**src/core/egp_pkg.sv**
```systemverilog
// Package of the eight-line edge interrupt I/O port: register offsets,
// reset values, field positions and shared types.
// Assumes an 8-bit register bus with a 4-bit register address.
package egp_pkg;

  // ****************************************************************
  // Register map
  // ****************************************************************
  localparam logic [3:0] REG_PORT_LINE_DATA      = 4'h1;
  localparam logic [3:0] REG_EDGE_POLARITY       = 4'h3;
  localparam logic [3:0] REG_LINE_DIRECTION      = 4'h5;
  localparam logic [3:0] REG_LINE_PENDING        = 4'h2;
  localparam logic [3:0] REG_LINE_ENABLE         = 4'h4;
  localparam logic [3:0] REG_LINE_MASK           = 4'h6;

  localparam logic [7:0] RST_REG                 = 8'h00;
  localparam logic [7:0] READ_UNMAPPED           = 8'h00;

  // ****************************************************************
  // Line roles
  // ****************************************************************
  localparam int LINE_RECEIVE_FULL   = 0;
  localparam int LINE_TRANSMIT_EMPTY = 1;
  localparam int LINE_TIMER_B        = 3;
  localparam int LINE_TIMER_A        = 4;
  localparam int NUM_LINES           = 8;

  localparam logic [3:0] CHANNEL_NONE = 4'h0;

  typedef struct packed {
    logic       wr;
    logic       rd;
    logic [3:0] addr;
    logic [7:0] wdata;
  } egp_bus_req_t;

  typedef struct packed {
    logic receive_full_handshake;
    logic transmit_empty_handshake;
    logic dma_enable;
  } egp_serial_t;

endpackage : egp_pkg

```
**src/core/egp_edge_line.sv**
```systemverilog
// One port line's edge detector and pending flag.
// Assumes the line sample given here is already synchronised to clk.
`timescale 1ns/1ps
`default_nettype none
module egp_edge_line (
  input  wire logic clk,
  input  wire logic rst_n,
  input  wire logic ce,
  input  wire logic sample,
  input  wire logic rising_sel,
  input  wire logic enable,
  input  wire logic clear,
  output var  logic pending
);

  logic prev;
  logic hit;

  // Compare successive synchronised samples
  always_ff @(posedge clk or negedge rst_n) begin
    if (!rst_n) begin
      prev <= 1'b0;
    end else if (ce) begin
      prev <= sample; // RULE11
    end
  end

  assign hit = rising_sel ? (sample & ~prev) : (~sample & prev); // RULE2 RULE11

  // Set wins over clear; masking does not drop the event
  always_ff @(posedge clk or negedge rst_n) begin
    if (!rst_n) begin
      pending <= 1'b0;
    end else if (ce) begin
      if (hit && enable) begin
        pending <= 1'b1; // RULE10
      end else if (clear || !enable) begin
        pending <= 1'b0;
      end
    end
  end

endmodule // egp_edge_line
`default_nettype wire

```
**src/core/egp_port.sv**
```systemverilog
// Eight-line general purpose I/O port with per-line edge interrupts.
// Assumes an 8-bit CPU-style register bus sampled on clk, port line
// pins asynchronous to clk, serial handshake and timer modes from
// neighbouring logic on the same clock.
`timescale 1ns/1ps
`default_nettype none

// Notes on behaviour
// RULE1: Direction bit per line, 1 output
// RULE2: Edge bit per line, 1 rising
// RULE3: Data reads line levels, writes drive outputs
// RULE4: Lines 0/1 output receive-full, transmit-empty handshakes
// RULE5: Handshake mode overrides data and direction
// RULE6: Line 4 feeds timer A, 3 timer B
// RULE7: Timer inputs held four timer clocks each level
// RULE8: Enabled unmasked edge asserts open-drain interrupt low
// RULE9: Line 7 highest channel, line 0 lowest
// RULE10: Masked events stay pending until unmasked
// RULE11: Synchronised inputs, one event per transition
module egp_port #(
  parameter int LINES = egp_pkg::NUM_LINES
) (
  input  wire logic                 clk,
  input  wire logic                 rst_n,
  input  wire logic                 ce,
  input  wire egp_pkg::egp_bus_req_t bus_req,
  output logic [7:0]                bus_rdata,
  input  wire egp_pkg::egp_serial_t serial_in,
  input  wire logic                 timer_a_ext_mode,
  input  wire logic                 timer_b_ext_mode,
  input  wire logic [LINES-1:0]     port_lines_in,
  output logic [LINES-1:0]          port_lines_out,
  output logic [LINES-1:0]          port_lines_oe,
  output logic                      timer_a_input,
  output logic                      timer_b_input,
  output logic                      irq_n_out,
  output logic                      irq_n_oe,
  output logic [3:0]                irq_channel
);

  // ****************************************************************
  // Registers
  // ****************************************************************
  logic [LINES-1:0] port_line_data;
  logic [LINES-1:0] edge_polarity_select;
  logic [LINES-1:0] line_direction_select;
  logic [LINES-1:0] line_enable;
  logic [LINES-1:0] line_mask;
  logic [LINES-1:0] sync_a;
  logic [LINES-1:0] sync_b;
  logic [LINES-1:0] pending;
  logic [LINES-1:0] clear_req;
  logic [LINES-1:0] next_out;
  logic [LINES-1:0] next_oe;
  logic [LINES-1:0] presented;
  logic [3:0]       next_channel;
  logic [3:0]       line_code [LINES];
  logic [7:0]       next_rdata;

  always_ff @(posedge clk or negedge rst_n) begin
    if (!rst_n) begin
      port_line_data        <= egp_pkg::RST_REG;
      edge_polarity_select  <= egp_pkg::RST_REG;
      line_direction_select <= egp_pkg::RST_REG;
      line_enable           <= egp_pkg::RST_REG;
      line_mask             <= egp_pkg::RST_REG;
    end else if (ce && bus_req.wr) begin
      unique case (bus_req.addr)
        egp_pkg::REG_PORT_LINE_DATA: port_line_data        <= bus_req.wdata; // RULE3
        egp_pkg::REG_EDGE_POLARITY:  edge_polarity_select  <= bus_req.wdata; // RULE2
        egp_pkg::REG_LINE_DIRECTION: line_direction_select <= bus_req.wdata; // RULE1
        egp_pkg::REG_LINE_ENABLE:    line_enable           <= bus_req.wdata;
        egp_pkg::REG_LINE_MASK:      line_mask             <= bus_req.wdata; // RULE10
        default: ;
      endcase
    end
  end

  // Pending register: writing 0 clears, writing 1 leaves unchanged
  assign clear_req = (ce && bus_req.wr && bus_req.addr == egp_pkg::REG_LINE_PENDING)
                     ? ~bus_req.wdata : '0;

  // ****************************************************************
  // Input synchroniser
  // ****************************************************************
  always_ff @(posedge clk or negedge rst_n) begin
    if (!rst_n) begin
      sync_a <= '0;
      sync_b <= '0;
    end else if (ce) begin
      sync_a <= port_lines_in; // RULE11
      sync_b <= sync_a;
    end
  end

  // ****************************************************************
  // Edge detection per line
  // ****************************************************************
  genvar g;
  generate
    for (g = 0; g < LINES; g++) begin : g_line
      egp_edge_line u_edge (
        .clk        (clk),
        .rst_n      (rst_n),
        .ce         (ce),
        .sample     (sync_b[g]),
        .rising_sel (edge_polarity_select[g]),
        .enable     (line_enable[g]),
        .clear      (clear_req[g]),
        .pending    (pending[g])
      );
    end
  endgenerate

  // ****************************************************************
  // Pin drive with handshake override
  // ****************************************************************
  always_comb begin
    next_out = port_line_data;
    next_oe  = line_direction_select; // RULE1
    if (serial_in.dma_enable) begin
      next_out[egp_pkg::LINE_RECEIVE_FULL]   = serial_in.receive_full_handshake;   // RULE4 RULE5
      next_out[egp_pkg::LINE_TRANSMIT_EMPTY] = serial_in.transmit_empty_handshake; // RULE4 RULE5
      next_oe[egp_pkg::LINE_RECEIVE_FULL]    = 1'b1; // RULE5
      next_oe[egp_pkg::LINE_TRANSMIT_EMPTY]  = 1'b1; // RULE5
    end
  end

  // ****************************************************************
  // Channel code of each line; the codes in between belong to timer
  // and serial events that this block does not raise
  // ****************************************************************
  always_comb begin
    for (int i = 0; i < LINES; i++) begin
      unique case (i)
        0:       line_code[i] = 4'h0;
        1:       line_code[i] = 4'h1;
        2:       line_code[i] = 4'h2;
        3:       line_code[i] = 4'h3;
        4:       line_code[i] = 4'h6;
        5:       line_code[i] = 4'h7;
        6:       line_code[i] = 4'hE;
        default: line_code[i] = 4'hF;
      endcase
    end
  end

  // ****************************************************************
  // Priority channel of highest unmasked pending line
  // ****************************************************************
  assign presented = pending & line_mask; // RULE10

  always_comb begin
    next_channel = egp_pkg::CHANNEL_NONE;
    for (int i = 0; i < LINES; i++) begin
      if (presented[i]) begin
        next_channel = line_code[i]; // RULE9
      end
    end
  end

  // ****************************************************************
  // Pin drive registers
  // ****************************************************************
  always_ff @(posedge clk or negedge rst_n) begin
    if (!rst_n) begin
      port_lines_out <= '0;
      port_lines_oe  <= '0;
    end else if (ce) begin
      port_lines_out <= next_out;
      port_lines_oe  <= next_oe;
    end
  end

  // ****************************************************************
  // Timer inputs, gated by the timers' external modes
  // ****************************************************************
  always_ff @(posedge clk or negedge rst_n) begin
    if (!rst_n) begin
      timer_a_input <= 1'b0;
      timer_b_input <= 1'b0;
    end else if (ce) begin
      timer_a_input <= timer_a_ext_mode & sync_b[egp_pkg::LINE_TIMER_A]; // RULE6
      timer_b_input <= timer_b_ext_mode & sync_b[egp_pkg::LINE_TIMER_B]; // RULE6
    end
  end

  // ****************************************************************
  // Interrupt request: the pin is only ever pulled low
  // ****************************************************************
  always_ff @(posedge clk or negedge rst_n) begin
    if (!rst_n) begin
      irq_n_out   <= 1'b0;
      irq_n_oe    <= 1'b0;
      irq_channel <= egp_pkg::CHANNEL_NONE;
    end else if (ce) begin
      irq_n_out   <= 1'b0;
      irq_n_oe    <= |presented; // RULE8
      irq_channel <= next_channel; // RULE9
    end
  end

  // ****************************************************************
  // Read data
  // ****************************************************************
  always_comb begin
    next_rdata = egp_pkg::READ_UNMAPPED;
    unique case (bus_req.addr)
      egp_pkg::REG_PORT_LINE_DATA: next_rdata = sync_b; // RULE3
      egp_pkg::REG_EDGE_POLARITY:  next_rdata = edge_polarity_select;
      egp_pkg::REG_LINE_DIRECTION: next_rdata = line_direction_select;
      egp_pkg::REG_LINE_PENDING:   next_rdata = pending;
      egp_pkg::REG_LINE_ENABLE:    next_rdata = line_enable;
      egp_pkg::REG_LINE_MASK:      next_rdata = line_mask;
      default:                     next_rdata = egp_pkg::READ_UNMAPPED;
    endcase
  end

  always_ff @(posedge clk or negedge rst_n) begin
    if (!rst_n) begin
      bus_rdata <= egp_pkg::READ_UNMAPPED;
    end else if (ce && bus_req.rd) begin
      bus_rdata <= next_rdata;
    end
  end

endmodule // egp_port
`default_nettype wire

```
**config.mk**
```make
export PLATFORM = sky130hd
export DESIGN_NAME = egp_port
export DESIGN_NICKNAME = d
export VERILOG_FILES = /design/src/core/egp_pkg.sv /design/src/core/egp_edge_line.sv /design/src/core/egp_port.sv
export SDC_FILE = /design/constraint.sdc
export NUM_CORES = 1
export LEC_CHECK = 0
export BUFFER_PORTS_ARGS = -buffer_cell sky130_fd_sc_hd__buf_2
export CAP_MARGIN = 20
export CORE_MARGIN = 2
export CORE_UTILIZATION = 50
export CTS_CLUSTER_SIZE = 14
export DETAILED_ROUTE_END_ITERATION = 7
export GPL_TIMING_DRIVEN = 1
export PLACE_DENSITY = 0.83
export SYNTH_ARGS = -nofsm -noshare
export SYNTH_HDL_FRONTEND = slang
export SYNTH_SLANG_ARGS = --single-unit
```
**constraint.sdc**
```tcl
create_clock -name clk -period 1.2 [get_ports clk]
set_input_delay 0.12 -clock clk [delete_from_list [all_inputs] [get_ports clk]]
set_output_delay 0.12 -clock clk [all_outputs]
set_load 0.01 [all_outputs]
```
==> qor.txt, run 1 <==
Outcome - finished with violations
Failing checks - setup timing
Final core utilization - 0.6595
Reg2Reg Depth - 5
Die Width - 100.9 um
Max-slew violations - 0
CP startpoint kind - flop
Critical path required time - 1.47 ns
Layout cells sized above 1 - 0.4673
GRT Resource Usage Total - 0.2428
GR peak layer - met2
H-tree Lvls - 3
Post-Syn Instances - 391
Syn Nets - 421
Yosys warning count - 0
Vias in the first global route - 3726
Most common cell after layout, fill and taps aside - dfrtp_1
Diodes inserted - 0
R2R Setup Slk - -0.05 ns
Ratio of total power to cell area - 1444 mW/mm^2
CP endpoint kind - flop
Num Clock Sinks - 103
Routability Congestion - 0.9046
GR met1 Demand/Resource - 0.3286
Worst-Skew Late Latency - 0.38 ns
Finished Cell Area - 0.006065 sq mm
Final Setup Violations - 5
Setup WS pre-CTS - -0.3178 ns
IO Count - 62
Most frequent cells in the layout - dfrtp_1 (102), mux2_2 (73), buf_4 (72)
DR vias - 3746
Synth Register Bits - 103
Max IR drop VDD - 703.2 uV
Core footprint - 0.009196 sq mm
Die H - 100.9 um
WHS Path Cells - 3
CP max FO - 2
Port buffer count - 60
Min-Delay Path Class - primary input to flop
Critical path class - flop to flop
F_max - 802.6 MHz
Clock tree buffer depth - 2
GR Util met3 - 0.04438
Register area share after synthesis - 0.5486
P_leak - 2.823 nW
Clock root cell - clkbuf_8
Crit path arrival time - 1.51 ns
Total gr overflow - 0
DRC Markers - 0
Initial antenna violation count - 0
Max cap viols - 0
Routed WL - 12000 um
Initial core utilization - 0.5109
Clk_skew - 0.01226 ns
Final min period - 1.246 ns
Reg clk slew, reported paths - 0.10 ns
Final Hold Violating Endpoints - 0
Routed vias/inst - 5.799
Fin worst setup slack - -0.04599 ns
Row count - 35
Nets@finish - 560
Tcrit/Tclk final - 1.038
Initial drt markers - 298
CTS buffer count - 9
RSZ-0062 raised after global routing - true
GRT met2 Usage - 0.3954
Routed Antenna Nets - 0
Area Growth Syn to Fin - 29.08%
1st-pass router iterations - 5
Mapped cell area - 0.004698 sq mm
Largest net degree at the start of global routing - 33
Hpwl dp - 8161 um
Worst hold slack - 0.04701 ns
TritonCTS clock tree - built
Mean Syn Cell Area - 12.02 sq um
First-pass GRT wire length - 18880 um
Routed len/inst - 18.58 um
Placement-stage cell area - 0.005640 sq mm
Fillers - 680
Post-synth cell types - 46
Die Area - 0.01019 sq mm
## worst paths after layout
kind | startpoint | endpoint
worst max-delay path | line_mask[7] | bus_rdata[7]
worst min-delay path | serial_in[0] | port_lines_oe[1]
worst max register to register | line_mask[7] | bus_rdata[7]
worst min register to register | bus_rdata[2] | bus_rdata[2]
max in group asynchronous | rst_n | sync_b[4]
min in group asynchronous | rst_n | port_line_data[7]
## worst max-delay path, stage by stage, from the launching register on
cell and delay (ns):
dfrtp_1 0.42, buf_6 0.13, mux2i_1 0.14, o22ai_1 0.13, a221oi_2 0.20, o21ai_1 0.11
## power breakdown
| part | leakage (nW) | switching, mW | internal (mW) |
|---|---|---|---|
| clock | 0.0866 | 1.24 | 0.831 |
| combinational | 1.44 | 0.960 | 1.16 |
| sequential | 1.30 | 0.478 | 4.09 |
| total | 2.82 | 2.68 | 6.08 |
## routing by layer
layer  vias up  wire, um
met3        26       690
met1      1860      5193
met5         -         0
met2       151      5818
met4         0       301
li1       1709         -
## cell families (layout without fill, tap and decap cells)
group,count (synthesis),count (layout),share of synthesized area
AND/OR/NAND/NOR,108,108,0.1233
flip-flops,103,103,0.5486
multiplexers,88,88,0.2077
AO/OA/AOI/OAI,64,64,0.09348
buffers and inverters,27,171,0.02610
other,1,1,0.0007982
## layout make-up
cell class / instances / area, sq um / share of cell area
multi-input cells: 261 / 2090 / 0.3445
clock buffers: 11 / 141.4 / 0.02331
flip-flops and latches: 103 / 2579 / 0.4252
inverters: 7 / 26.28 / 0.004333
well taps: 111 / 138.9 / 0.02290
clock inverters: 5 / 41.29 / 0.006808
repair buffers: 148 / 1049 / 0.1729
## synth_stat cells, drive strengths merged
master / number / area [sq um]
o21a: 2 / 15.01
mux2i: 12 / 120.1
buf: 13 / 70.07
nor2b: 1 / 6.260
o221a: 1 / 11.26
inv: 7 / 26.28
o211ai: 10 / 75.07
o22ai: 6 / 37.54
nand3b: 10 / 75.07
a211o: 1 / 8.760
a22o: 2 / 17.52
and2b: 1 / 7.510
conb: 1 / 3.750
a211oi: 3 / 22.52
a22oi: 5 / 37.54
nor2: 26 / 102.6
dfrtp: 103 / 2577
and4b: 3 / 30.03
o22a: 1 / 8.760
o21ai: 10 / 50.04
o32ai: 1 / 8.760
a221oi: 2 / 17.52
nor3: 4 / 20.02
a221o: 1 / 10.01
o221ai: 5 / 43.79
and3: 3 / 18.77
a21oi: 12 / 60.06
a31oi: 1 / 6.260
or3b: 2 / 17.52
nor4: 3 / 33.78
clkbuf: 7 / 26.28
a41oi: 1 / 8.760
or4: 1 / 11.26
nand3: 9 / 45.04
nand4b: 2 / 17.52
mux2: 76 / 855.8
nand4: 2 / 12.51
nand2: 30 / 112.6
nand2b: 11 / 68.82
## metrics by stage
step / power, mW / TNS [ns] / cells
after CTS: 8.684 / -0.06890 / 643
after detailed placement: 6.534 / -9.927 / 612
final: 8.760 / -0.1579 / 646
after floorplan: 5.545 / -0.03344 / 391
after global placement: 6.398 / -7.723 / 612
after global routing: 9.171 / -0.3965 / 646
## state kept, by name (all words and copies together), names as in the netlist, 4 cells and up
signal,count
port_line_data,8
g_line.u_edge.prev,8
line_direction_select,8
edge_polarity_select,8
port_lines_oe,8
bus_rdata,8
g_line.u_edge.pending,8
line_mask,8
sync_a,8
line_enable,8
irq_channel,4
sync_b,8
port_lines_out,8
## timing repair
action                                  CTS  global route
pin swaps                                 7            10
hold endpoints to repair                 36             0
gates resized for setup                   6            13
endpoints found under the setup margin    7            11
hold buffers                             11             0
setup buffers                             4             3
(Power assumes the default switching activity.)
==> inputs of run 2 (changes only) <==
--- a/config.mk
+++ b/config.mk
@@ -15,2 +15,3 @@
 export PLACE_DENSITY = 0.83
+export RECOVER_POWER = 50
 export SYNTH_ARGS = -nofsm -noshare
--- a/constraint.sdc
+++ b/constraint.sdc
@@ -3,2 +3,2 @@
 set_output_delay 0.12 -clock clk [all_outputs]
-set_load 0.01 [all_outputs]
+set_load 0.02 [all_outputs]
==> qor.txt, run 2 (synthesis gave the netlist of run 1 again) <==
Crit path cell chain - buf_6, mux2i_1, o22ai_1, a221oi_2, o21ai_1
Layout cells sized above 1 - 0.4598 (-0.007477)
Nets@finish - 560 (unchanged)
Slew @ Worst Pin - 0.5213 ns
Largest net degree at the start of global routing - 33 (unchanged)
Pwr Total - 8.882 mW (+1.4%)
Clock root cell - clkbuf_8
Routed WL - 12050 um (+0.35%)
Failing checks - setup timing
Routed Antenna Nets - 0 (unchanged)
DRC Markers - 0 (unchanged)
Fin worst setup slack - -0.04163 ns (+0.004357 ns)
CP max FO - 2 (unchanged)
Die Area - 0.01019 sq mm (unchanged)
RSZ-0062 raised after global routing - true
Hpwl dp - 8161 um (unchanged)
Initial core utilization - 0.5109 (unchanged)
Initial antenna violation count - 0 (unchanged)
Final Hold Violating Endpoints - 0 (unchanged)
Diodes inserted - 0 (unchanged)
Num Clock Sinks - 103 (unchanged)
Reg clk slew, reported paths - 0.11 ns (about the same)
DP Cell Count - 612 (unchanged)
First-pass GRT wire length - 18880 um (unchanged)
Final min period - 1.242 ns (-0.004357 ns)
Crit path arrival time - 1.51 ns (about the same)
Routed vias/inst - 5.837 (+0.67%)
Crit-path max cell delay - 0.42 ns (about the same)
CTS buffer count - 9 (unchanged)
P_leak - 2.801 nW (-0.79%)
H-tree Lvls - 3 (unchanged)
Clock tree buffer depth - 2 (unchanged)
Worst hold slack - 0.04960 ns (+0.002589 ns)
IO Count - 62 (unchanged)
Worst-Skew Late Latency - 0.38 ns (about the same)
Core footprint - 0.009196 sq mm (unchanged)
Slew HR - 0.6525
Total gr overflow - 0 (unchanged)
Critical path required time - 1.47 ns (about the same)
Vias in the first global route - 3726 (unchanged)
Most common cell after layout, fill and taps aside - dfrtp_1
Final Setup Violations - 5 (unchanged)
GRT Resource Usage Total - 0.2428 (unchanged)
Die Width - 100.9 um (unchanged)
Critical path class - flop to flop
CP endpoint kind - flop
DR vias - 3771 (+0.67%)
Initial drt markers - 300 (+0.67%)
Clk_skew - 0.01616 ns (+0.003902 ns)
Die H - 100.9 um (unchanged)
Max-slew violations - 0 (unchanged)
Outcome - finished with violations
Post-Layout Cell Count - 646 (unchanged)
TritonCTS clock tree - built
CP startpoint kind - flop
Critical-path top delay cell - dfrtp_1
Most frequent cells in the layout - dfrtp_1 (102), mux2_2 (73), buf_4 (63)
Routability Congestion - 0.9046 (unchanged)
F_max - 805.4 MHz (+0.35%)
1st-pass router iterations - 5 (unchanged)
Area Growth Syn to Fin - 28.23%
Max cap viols - 0 (unchanged)
Tcrit/Tclk final - 1.035 (-0.003630)
Fillers - 690 (+1.5%)
Max IR drop VDD - 702.9 uV (about the same)
Ratio of total power to cell area - 1474 mW/mm^2 (+2.1%)
Min-Delay Path Class - primary input to flop
Routed len/inst - 18.65 um (+0.35%)
Port buffer count - 60 (unchanged)
Setup TNS - -0.1540 ns (+0.003813 ns)
Setup WS pre-CTS - -0.3178 ns (unchanged)
Row count - 35 (unchanged)
[run 2: cell count changes in the layout (fill, tap and decap cells not counted)]
cell / change
clkbuf_2: +6
buf_2: -1
buf_12: -1
clkbuf_4: +1
clkbuf_1: +4
buf_4: -9
[run 2: report_power, final]
part | leakage [nW] | switching, mW | internal (mW) | total (mW)
clock network | 0.0866 | 1.25 | 0.831 | 2.08
logic | 1.42 | 1.10 | 1.14 | 2.24
registers | 1.30 | 0.478 | 4.09 | 4.56
[run 2: what timing repair did]
item / 4_1_cts / 5_1_grt
buffers inserted: 4 / 3
gates cloned: 0 / 0
hold buffers: 11 / 0
pin swaps: 7 / 10
resized for setup: 6 / 13
endpoints found under the hold margin: 36 / 0
endpoints found under the setup margin: 7 / 11
[run 2: through the flow]
stage	area, sq um	util
floorplan	4732	-
global placement	5640	0.6133
detailed placement	5640	0.6133
CTS	5993	0.6517
global route	6025	0.6551
finish	6025	0.6551
[run 2: final cells by class]
cell class	instances	area, sq um	share of cell area
multi-input cells	261	2090	0.3468
clock inverters	5	41.29	0.006854
clock buffers	11	141.4	0.02347
repair buffers	148	1008	0.1674
inverters	7	26.28	0.004361
well taps	111	138.9	0.02305
flip-flops and latches	103	2579	0.4280
[run 2: critical path: cells and delay by family, from the launching register on]
kind	cells	cell delay, ns
buffers and inverters	1	0.13
AO/OA/AOI/OAI	3	0.44
flip-flops	1	0.42
multiplexers	1	0.14
[run 2: path summary, 6_finish.rpt]
kind                                   start                end  slack, ns  depth (start not counted)
worst max-delay path            line_mask[7]       bus_rdata[7]      -0.04                          5
worst min-delay path            serial_in[0]   port_lines_oe[1]       0.05                          3
worst max register to register  line_mask[7]       bus_rdata[7]      -0.04                          5
worst min register to register  bus_rdata[5]       bus_rdata[5]       0.49                          2
max in group asynchronous              rst_n          sync_a[0]       0.22                          3
min in group asynchronous              rst_n  port_lines_out[7]       0.21                          2
[run 2: routing by layer]
layer	global-route usage	vias up	wire length (um)	part of all wire
met5	0	-	0	0
met4	0.08524	0	319	0.026
met3	0.04438	31	811	0.067
met2	0.3954	180	5803	0.48
met1	0.3286	1852	5110	0.42
li1	-	1708	-	-
==> inputs of run 3 (changes only) <==
- REMOVE_ABC_BUFFERS: unset -> 1
==> qor.txt, run 3 (synthesis gave the netlist of run 1 again) <==
RR Endpoint - bus_rdata[1]
Max-slew violations - 0 (unchanged)
Max cap viols - 0 (unchanged)
Setup WS pre-CTS - -0.3057 ns (+0.01213 ns)
Most frequent cells in the layout - dfrtp_1 (102), mux2_2 (74), buf_2 (59)
Slew HR - 0.5695 (-0.08298)
First-pass GRT wire length - 18060 um (-4.3%)
Final Hold Violating Endpoints - 0 (unchanged)
Pwr Total - 8.834 mW (-0.53%)
Routed Antenna Nets - 0 (unchanged)
Fillers - 740 (+7.2%)
Worst-Skew Late Latency - 0.37 ns (about the same)
Num Clock Sinks - 103 (unchanged)
Die H - 100.9 um (unchanged)
Hold path start - serial_in[1]
Total gr overflow - 0 (unchanged)
Outcome - finished with violations
Die Width - 100.9 um (unchanged)
Min-Delay Path Class - primary input to flop
Row count - 35 (unchanged)
Nets@finish - 538 (-3.9%)
Final min period - 1.209 ns (-0.03237 ns)
Diodes inserted - 0 (unchanged)
Most common cell after layout, fill and taps aside - dfrtp_1
Multi-input logic area - 0.002009 sq mm (-3.8%)
Fin worst setup slack - -0.009256 ns (+0.03237 ns)
Hold Crit Endpoint - port_lines_out[1]
Initial drt markers - 200 (-33%)
Critical path required time - 1.46 ns (about the same)
Max IR drop VDD - 799.5 uV (+14%)
Crit path arrival time - 1.47 ns (-0.04 ns)
WHS Path Cells - 3 (unchanged)
Post-Layout Cell Count - 624 (-3.4%)
Port buffer count - 60 (unchanged)
R2R Setup Slk - -0.009 ns (+0.03 ns)
H-tree Lvls - 3 (unchanged)
CP max FO - 2 (unchanged)
Placement-stage cell area - 0.005494 sq mm (-2.6%)
Failing checks - setup timing
Clock root cell - clkbuf_8
Layout cells sized above 1 - 0.4211 (-0.03876)
P_leak - 2.720 nW (-2.9%)
Critical path class - flop to flop
Area Growth Syn to Fin - 24.61%
Finished Cell Area - 0.005854 sq mm (-2.8%)
CP startpoint kind - flop
Core footprint - 0.009196 sq mm (unchanged)
DR vias - 3590 (-4.8%)
1st-pass router iterations - 5 (unchanged)
Die Area - 0.01019 sq mm (unchanged)
DP Cell Count - 592 (-3.3%)
Reg clk slew, reported paths - 0.10 ns (about the same)
RR Startpoint - edge_polarity_select[1]
IO Count - 62 (unchanged)
Initial antenna violation count - 0 (unchanged)
RSZ-0062 raised after global routing - true
CTS buffer count - 9 (unchanged)
Reg2Reg Depth - 4 (-1)
Hpwl dp - 8164 um (about the same)
TritonCTS clock tree - built
Routed WL - 11300 um (-6.2%)
Routability Congestion - 0.8976 (-0.77%)
Routed vias/inst - 5.753 (-1.4%)
Worst hold slack - 0.03577 ns (-0.01383 ns)
Clock tree buffer depth - 2 (unchanged)
GRT Resource Usage Total - 0.2293 (-0.01352)
Largest net degree at the start of global routing - 52 (+58%)
F_max - 827.0 MHz (+2.7%)
DRC Markers - 0 (unchanged)
Initial core utilization - 0.5109 (unchanged)
Clk_skew - 0.01377 ns (-0.002385 ns)
FF/Latch Area - 0.002579 sq mm (unchanged)
CP endpoint kind - flop
Worst Setup SP - edge_polarity_select[1]
Vias in the first global route - 3523 (-5.4%)
Ratio of total power to cell area - 1509 mW/mm^2 (+2.4%)
Tcrit/Tclk final - 1.008 (-0.02698)
Slew @ Worst Pin - 0.6458 ns (+0.1245 ns)
Routed len/inst - 18.11 um (-2.9%)
Final Setup Violations - 2 (-3)
## run 3: worst max path at each step
| stage | to | slack [ns] |
|---|---|---|
| 6_report | bus_rdata[1] | -0.009 |
| 5_1_grt | bus_rdata[1] | -0.07 |
| 4_1_cts | bus_rdata[1] | -0.03 |
| 3_5_place_dp | port_line_data[3] | -0.31 |
| 3_3_place_gp | port_line_data[0] | -0.30 |
| 2_1_floorplan | bus_rdata[1] | -0.03 |
## run 3: report_power, final
group	total (mW)	internal, mW	switching [mW]
combinational	1.98	1.01	0.966
clock	2.29	1.05	1.24
sequential	4.56	4.09	0.478
## run 3: layout make-up
class,count,area share
multi-input combinational,261,0.3432
clock buffer,10,0.02351
tap,111,0.02372
timing repair buffer,126,0.1515
sequential,103,0.4405
inverter,7,0.004488
clock inverter,6,0.01304
## run 3: routing by layer
layer	global-route usage	up-vias	share of wire
li1	-	1674	-
met4	0.08108	0	0.020
met1	0.3068	1789	0.44
met5	0	-	0
met2	0.3800	110	0.49
met3	0.03745	17	0.048
## run 3: repair_timing
item	4_1_cts	5_1_grt
endpoints found under the setup margin	1	10
pin swaps	2	6
hold endpoints to repair	96	0
gates resized for setup	0	5
hold buffers	11	0
setup buffers	1	4
## run 3: through the flow
step                      TNS [ns]    util
final                     -0.01565  0.6366
after CTS                 -0.02604  0.6335
after floorplan           -0.03346       -
after global routing       -0.3757  0.6366
after global placement      -14.35  0.5974
after detailed placement    -15.53  0.5974
## run 3: critical path, stage by stage, from the launching register on
cell and delay, ns:
dfrtp_1 0.38, and4b_1 0.17, a31oi_1 0.15, o22ai_1 0.10, a221o_1 0.29
